===== src/common/clk_div_map.vh =====
// Register offsets, field positions, reset values and codes for the clock divider
`ifndef CLK_DIV_MAP_VH
`define CLK_DIV_MAP_VH

// Register indices on the plain register port
`define CDC_ADDR          4'h0
`define LFD_ADDR          4'h1

// Clock divisor control fields
`define CDC_ROI_BIT       15
`define CDC_RATIO_HI      14
`define CDC_RATIO_LO      12
`define CDC_SLOW_EN_BIT   11
`define CDC_RCPS_HI       10
`define CDC_RCPS_LO       8
`define CDC_OUTDIV_HI     7
`define CDC_OUTDIV_LO     6
`define CDC_INPRE_HI      4
`define CDC_INPRE_LO      0

// Reset values
`define CDC_RESET         16'h3000
`define LFD_RESET         9'h030

// Loop output divide codes
`define OUTDIV_RESERVED   2'h2

`endif


===== src/design/clock_divider_pll_config.v =====
// Clock divisor control and loop feedback divisor registers with dividers
//
// Overview of operation
// - Slowdown off forces processor/peripheral ratio 1:1
// - RC postscaler divides by 1..64, or 256
// - RC postscaler field resets to 000
// - Output divider code 00 is /2, 11 is /8
// - Interrupt with recover set clears slowdown enable
// - Feedback divisor bits 15-9 read as zero
// - Slowdown ratio 1..128, resets to divide by 8
//
// The register offsets and the plain strobed port were chosen for this implementation.
`timescale 1ns/1ns
`include "clk_div_map.vh"
module clock_divider_pll_config #(
    parameter AW = 4
) (
    // Clock and reset
    input  wire          mclk,
    input  wire          rst_b,
    // Register port
    input  wire [AW-1:0] reg_addr,
    input  wire [15:0]   reg_wdata,
    input  wire          reg_wr,
    input  wire          reg_rd,
    output reg  [15:0]   reg_rdata_r,
    // Interrupt occurrence, asynchronous to mclk
    input  wire          irq_event,
    // Divide factors presented to the clock tree
    output reg  [8:0]    rc_osc_div_r,
    output reg  [7:0]    core_slowdown_div_r,
    output reg  [3:0]    output_divide_factor_r,
    output reg  [5:0]    input_divide_factor_r,
    output reg  [8:0]    loop_feedback_divide_r,
    // Peripheral clock enable derived from slowdown ratio
    output reg           periph_tick_r
);

    // Register fields
    reg        recover_on_interrupt_r;  // Recover on interrupt
    reg [2:0]  core_slowdown_ratio_r;   // Slowdown ratio code
    reg        core_slowdown_enable_r;  // Slowdown enable
    reg [2:0]  rc_osc_postscale_r;      // RC postscaler code
    reg [1:0]  loop_output_divide_r;    // Loop output divider code
    reg [4:0]  loop_input_prescale_r;   // Loop input prescaler code
    reg [8:0]  fbd_r;                   // Feedback divisor field
    // Interrupt synchroniser and edge detect
    reg        irq_meta_r;
    reg        irq_sync_r;
    reg        irq_prev_r;
    wire       irq_pulse = irq_sync_r & ~irq_prev_r;
    wire       tick;

    // Address match helper, used by write and read decode
    function is_addr;
        input [AW-1:0] a;
        input [3:0]    idx;
        begin
            is_addr = (a == idx);
        end
    endfunction

    // RC postscaler code to divide ratio
    function [8:0] rc_div;
        input [2:0] code;
        begin
            if (code == 3'h7) begin
                rc_div = 9'h100;
            end else begin
                rc_div = 9'h001 << code;
            end
        end
    endfunction

    // Two flip-flops before the interrupt level is used
    always @(posedge mclk or negedge rst_b) begin
        if (!rst_b) begin
            irq_meta_r <= 1'b0;
            irq_sync_r <= 1'b0;
            irq_prev_r <= 1'b0;
        end else begin
            irq_meta_r <= irq_event;
            irq_sync_r <= irq_meta_r;
            irq_prev_r <= irq_sync_r;
        end
    end

    // Register writes; hardware clear of slowdown beats a same-cycle set
    always @(posedge mclk or negedge rst_b) begin
        if (!rst_b) begin
            recover_on_interrupt_r <= 1'b0;  // Bit 15 of the reset word
            core_slowdown_ratio_r  <= 3'h3;
            core_slowdown_enable_r <= 1'b0;
            rc_osc_postscale_r     <= 3'h0;
            loop_output_divide_r   <= 2'h0;
            loop_input_prescale_r  <= 5'h00;
            fbd_r                  <= `LFD_RESET;
        end else begin
            if (reg_wr && is_addr(reg_addr, `CDC_ADDR)) begin
                recover_on_interrupt_r <= reg_wdata[`CDC_ROI_BIT];
                core_slowdown_ratio_r  <=
                    reg_wdata[`CDC_RATIO_HI:`CDC_RATIO_LO];
                core_slowdown_enable_r <= reg_wdata[`CDC_SLOW_EN_BIT];
                rc_osc_postscale_r     <=
                    reg_wdata[`CDC_RCPS_HI:`CDC_RCPS_LO];
                // Reserved output code is refused, field keeps old value
                if (reg_wdata[`CDC_OUTDIV_HI:`CDC_OUTDIV_LO]
                        != `OUTDIV_RESERVED) begin
                    loop_output_divide_r <=
                        reg_wdata[`CDC_OUTDIV_HI:`CDC_OUTDIV_LO];
                end
                loop_input_prescale_r  <=
                    reg_wdata[`CDC_INPRE_HI:`CDC_INPRE_LO];
            end
            if (reg_wr && is_addr(reg_addr, `LFD_ADDR)) begin
                fbd_r <= reg_wdata[8:0];
            end
            // Interrupt recovery drops slowdown
            if (irq_pulse && recover_on_interrupt_r) begin
                core_slowdown_enable_r <= 1'b0;
            end
        end
    end

    // Read data stands one cycle after the read strobe
    always @(posedge mclk or negedge rst_b) begin
        if (!rst_b) begin
            reg_rdata_r <= 16'h0000;
        end else if (reg_rd && is_addr(reg_addr, `CDC_ADDR)) begin
            reg_rdata_r <= {recover_on_interrupt_r, core_slowdown_ratio_r,
                            core_slowdown_enable_r, rc_osc_postscale_r,
                            loop_output_divide_r, 1'b0,
                            loop_input_prescale_r};
        end else if (reg_rd && is_addr(reg_addr, `LFD_ADDR)) begin
            reg_rdata_r <= {7'h00, fbd_r};
        end else begin
            reg_rdata_r <= 16'h0000;
        end
    end

    // Divide factors for the clock tree
    always @(posedge mclk or negedge rst_b) begin
        if (!rst_b) begin
            rc_osc_div_r           <= 9'h001;
            core_slowdown_div_r    <= 8'h01;
            output_divide_factor_r <= 4'h2;
            input_divide_factor_r  <= 6'h02;
            loop_feedback_divide_r <= `LFD_RESET;
        end else begin
            rc_osc_div_r <= rc_div(rc_osc_postscale_r);
            // Ratio only applies while slowdown is enabled
            if (core_slowdown_enable_r) begin
                core_slowdown_div_r <=
                    8'h01 << core_slowdown_ratio_r;
            end else begin
                core_slowdown_div_r <= 8'h01;
            end
            case (loop_output_divide_r)
                2'h0:    output_divide_factor_r <= 4'h2;
                2'h1:    output_divide_factor_r <= 4'h4;
                default: output_divide_factor_r <= 4'h8;
            endcase
            input_divide_factor_r <=
                {1'b0, loop_input_prescale_r} + 6'h02;
            loop_feedback_divide_r <= fbd_r;
        end
    end

    // Peripheral enable pulses at the slowdown ratio
    clk_prescale_cnt #(
        .W (8)
    ) u_slow (
        .mclk      (mclk),
        .rst_b     (rst_b),
        .div_ratio (core_slowdown_div_r),
        .tick_r    (tick)
    );

    // Register the tick so the output comes from a flip-flop
    always @(posedge mclk or negedge rst_b) begin
        if (!rst_b) begin
            periph_tick_r <= 1'b0;
        end else begin
            periph_tick_r <= tick;
        end
    end

endmodule


===== src/design/clk_prescale_cnt.v =====
// Programmable divide-by-N clock-enable generator
`timescale 1ns/1ns
module clk_prescale_cnt #(
    parameter W = 8
) (
    // Clock and reset
    input  wire         mclk,
    input  wire         rst_b,
    // Divide ratio, one or more
    input  wire [W-1:0] div_ratio,
    // One-cycle tick every div_ratio source cycles
    output reg          tick_r
);

    reg [W-1:0] cnt_r;  // Cycles since last tick

    // Count up to ratio-1 then tick; ratio 1 ticks every cycle
    always @(posedge mclk or negedge rst_b) begin
        if (!rst_b) begin
            cnt_r  <= {W{1'b0}};
            tick_r <= 1'b0;
        end else if (cnt_r + 1'b1 >= div_ratio) begin
            cnt_r  <= {W{1'b0}};
            tick_r <= 1'b1;
        end else begin
            cnt_r  <= cnt_r + 1'b1;
            tick_r <= 1'b0;
        end
    end

endmodule


===== config.mk =====
export PLATFORM = sky130hd
export DESIGN_NAME = clock_divider_pll_config
export DESIGN_NICKNAME = d
export VERILOG_FILES = /design/src/design/clock_divider_pll_config.v /design/src/design/clk_prescale_cnt.v
export VERILOG_INCLUDE_DIRS = /design/src /design/src/common
export SDC_FILE = /design/constraint.sdc
export NUM_CORES = 1
export LEC_CHECK = 0
export BUFFER_PORTS_ARGS = -buffer_cell sky130_fd_sc_hd__buf_2
export CORE_ASPECT_RATIO = 0.6
export CORE_MARGIN = 3
export CORE_UTILIZATION = 39
export DETAILED_ROUTE_END_ITERATION = 8
export SYNTH_ARGS = -nofsm -noshare
export SYNTH_HDL_FRONTEND = slang
export SYNTH_SLANG_ARGS = --single-unit

===== constraint.sdc =====
create_clock -name mclk -period 2.3 [get_ports mclk]
set_clock_uncertainty 0.15 [all_clocks]
set_input_delay 0.69 -clock mclk [delete_from_list [all_inputs] [get_ports mclk]]
set_output_delay 0.69 -clock mclk [all_outputs]
set_load 0.05 [all_outputs]

==> impl_metrics.py <==
metrics = {
    "run_status": {
        "status": "completed",
    },
    "placed_design": {
        "gp_congestion": 0.759,
        "portBuffers": 75,
        "dp_hpwl_um": 4670,
    },
    "floorplan": {
        "core_area_um2": 7950,
        "die_area_um2": 9440,
        "io_pins": 78,
        "die_w_um": 123,
        "fp-row-count": 25,
        "die_h_um": 76.5,
        "start_util": 0.406,
    },
    "timing": {
        "max_freq_ghz": 0.435,
        "drv_slew": 0,
        "hold_viol_final": 0,
        "grt_setup_unrepaired": "true",
        "worst_pin_slew_ns": 0.609,
        "slew_headroom": 0.593,
        "fin_crit_sh": 0.999,
        "finalSetupViolCount": 0,
        "period_needed_ns": 2.30,
        "holdWs_ns": 0.143,
    },
    "setup_path": {
        "crit_path_start": "u_slow.cnt_r[0]",
        "path_max_fanout": 5,
        "crit_path_max_incr_delay_ns": 0.42,
        "required_ns": 2.41,
        "r2r_start": "u_slow.cnt_r[0]",
        "cp-end-kind": "flip-flop",
        "cp_num_buf_inv": 0,
        "crit_family": "simple AND/OR/NAND/NOR gates",
        "cp.arrival_ns": 2.41,
        "crit_slowest_cell": "dfrtp_1",
        "cp_cell_sequence": "nand3_2, nor3_2, xor2_1, ha_1, and3_4, a221oi_4, o21ai_4, nor2b_1",
        "path_class": "flip-flop to flip-flop",
        "crit_path_start_kind": "flip-flop",
    },
    "power": {
        "ir_drop_v": 0.000695,
        "p_leak_nw": 2.13,
        "powerDensity_nw_per_um2": 1090,
    },
    "layout": {
        "nets": 368,
        "drive_gt1_frac": 0.432,
        "area_growth_pct": 30.6,
        "n_antenna_cell": 0,
        "final_util": 0.531,
    },
    "yosys": {
        "synth-compound-area-share": 0.0271,
        "yosysSeqAreaShare": 0.678,
        "synth_top_family_by_area": "simple AND/OR/NAND/NOR gates",
        "synthDistinctLibCells": 35,
        "ys_ff_latch": 87,
        "synthSimpleGateAreaFrac": 0.108,
        "synthFlopType": "dfrtp_1",
        "syn_area_per_cell_um2": 13.6,
        "synthAdderAreaFrac": 0.0388,
        "synthMuxAreaShare": 0.0942,
        "synth_enable_flop_cells": 0,
        "synth_xor_area_frac": 0.0217,
        "synth_cells": 237,
        "yosys_warnings": 0,
        "synthArstFlopShare": 1.00,
        "synth_area_um2": 3230,
    },
    "drt": {
        "wl_um": 6620,
        "drtAntennaViolNets": 0,
        "firstDrtPassIters": 4,
        "drtIter0Drc": 77,
        "post_drt_wl_per_cell_um": 14.8,
        "via_per_inst": 4.49,
        "drc_errors": 0,
        "num_vias": 2003,
    },
    "clock_network": {
        "cts_hold_buf": 0,
        "clockBufferDepth": 2,
        "cts.sinks": 87,
        "clock_latency_ns": 0.33,
        "htreeDepth": 3,
        "cts_root_buffer": "clkbuf_16",
        "cts_tree": "done",
        "numCtsBuffers": 9,
        "clk_pin_slew_ns": 0.06,
    },
    "global_route": {
        "grtUsageTotal": 0.160,
        "grt_max_degree": 35,
        "grt_overflow": 0,
        "grt_pass1_wl_um": 11400,
        "antenna_found_initial": 0,
        "grt_pass1_vias": 2178,
    },
    "run": {
        "drv_cap": 0,
    },
    "hold_path": {
        "hold_class": "input port to asynchronous set/reset pin",
    },
}
[cell usage after synthesis (3+ instances only)]
cell	count	area share
nand2b_1	4	0.0078
nor2b_1	7	0.014
mux2_2	19	0.066
dfrtp_1	77	0.60
xnor2_1	4	0.011
nor3_1	3	0.0046
dfstp_2	10	0.081
mux2i_1	9	0.028
nor3b_1	3	0.0070
nand3_1	5	0.0078
xor2_1	4	0.011
nand2_1	11	0.013
inv_1	12	0.014
buf_4	3	0.0070
and3_1	3	0.0058
ha_1	10	0.039
and2_1	7	0.014
clkbuf_1	4	0.0046
nor2_1	23	0.027
[metrics by stage]
step / worst slack, ns / cells / total power [W] / TNS (ns) / cell area (um2)
finish: 0.00342 / 446 / 0.00458 / 0 / 4220
global route: -0.126 / 446 / 0.00483 / -0.912 / 4220
CTS: 0.00780 / 443 / 0.00458 / 0 / 4160
detailed placement: -0.168 / 424 / 0.00305 / -1.06 / 3790
global placement: -0.0310 / 424 / 0.00304 / -0.179 / 3790
floorplan: 0.154 / 238 / 0.00275 / 0 / 3230
[final timing paths]
kind	cells after the start	endpoint	slack, ns
setup / recovery	8	u_slow.cnt_r[4]	0.003
hold / removal	1	u_slow.tick_r	0.14
setup reg to reg	8	u_slow.cnt_r[4]	0.003
hold reg to reg	0	irq_sync_r	0.19
max in group asynchronous	2	loop_input_prescale_r[1]	1.24
min in group mclk	0	irq_sync_r	0.19
[cells in the final DEF, fill, tap and decap left out, types with 4 or more instances in the layout]
| cell type | netlist | final |
|---|---|---|
| nand2_1 | 11 | 11 |
| mux2i_1 | 9 | 9 |
| nand3_1 | 5 | 4 |
| dfrtp_1 | 77 | 77 |
| dfstp_2 | 10 | 10 |
| ha_1 | 10 | 9 |
| nor2_1 | 23 | 22 |
| mux2_2 | 19 | 19 |
| clkbuf_16 | 0 | 9 |
| nand2b_1 | 4 | 4 |
| and2_1 | 7 | 7 |
| nor2b_1 | 7 | 7 |
| buf_4 | 3 | 17 |
| buf_2 | 1 | 74 |
| xnor2_1 | 4 | 4 |
| inv_1 | 12 | 12 |
[cell type report]
cell class,instances,area (um2)
well taps,108,135
clock buffers,13,260
clock inverters,3,42.5
multi-input cells,131,1020
flip-flops and latches,87,2190
repair buffers,92,518
fillers,728,3730
inverters,12,45.0
[power breakdown]
| part | switching (W) | internal [W] | total [W] | leakage (nW) |
|---|---|---|---|---|
| combinational | 0.000788 | 0.000363 | 0.00115 | 0.876 |
| clock | 0.000546 | 0.000899 | 0.00145 | 0.146 |
| sequential | 0.000177 | 0.00181 | 0.00199 | 1.11 |
| total | 0.00151 | 0.00307 | 0.00458 | 2.13 |
[layer usage]
layer / vias up / global-route usage / wire (um)
met3: 10 / 0.0586 / 318
met5: - / 0 / 0
met4: 0 / 0.0630 / 112
met2: 48 / 0.226 / 2910
met1: 973 / 0.224 / 3280
li1: 972 / - / -
[state kept, by name (all words and copies together) (netlist names), 2 cells and up]
| signal | cells |
|---|---|
| rc_osc_postscale_r | 3 |
| core_slowdown_div_r | 8 |
| u_slow.cnt_r | 8 |
| core_slowdown_ratio_r | 3 |
| loop_input_prescale_r | 5 |
| loop_feedback_divide_r | 9 |
| output_divide_factor_r | 3 |
| fbd_r | 9 |
| reg_rdata_r | 16 |
| loop_output_divide_r | 2 |
| input_divide_factor_r | 6 |
| rc_osc_div_r | 8 |
[cell families (layout without fill, tap and decap cells)]
logic type               Yosys count  count (layout)
flip-flops                        87              87
AND/OR/NAND/NOR                   69              69
multiplexers                      28              28
buffers and inverters             21             120
AO/OA/AOI/OAI                     13              14
adder cells (fa/ha/maj)           10              10
XOR/XNOR                           8               8
other                              1               2
[timing repair]
action                     in CTS  in global routing
setup buffers                   2                  3
cloned                          1                  0
gates resized for setup        10                  4
pin swaps                       7                  7
setup endpoints to repair       9                  9
Note: power is estimated with default switching activity, not from simulation.
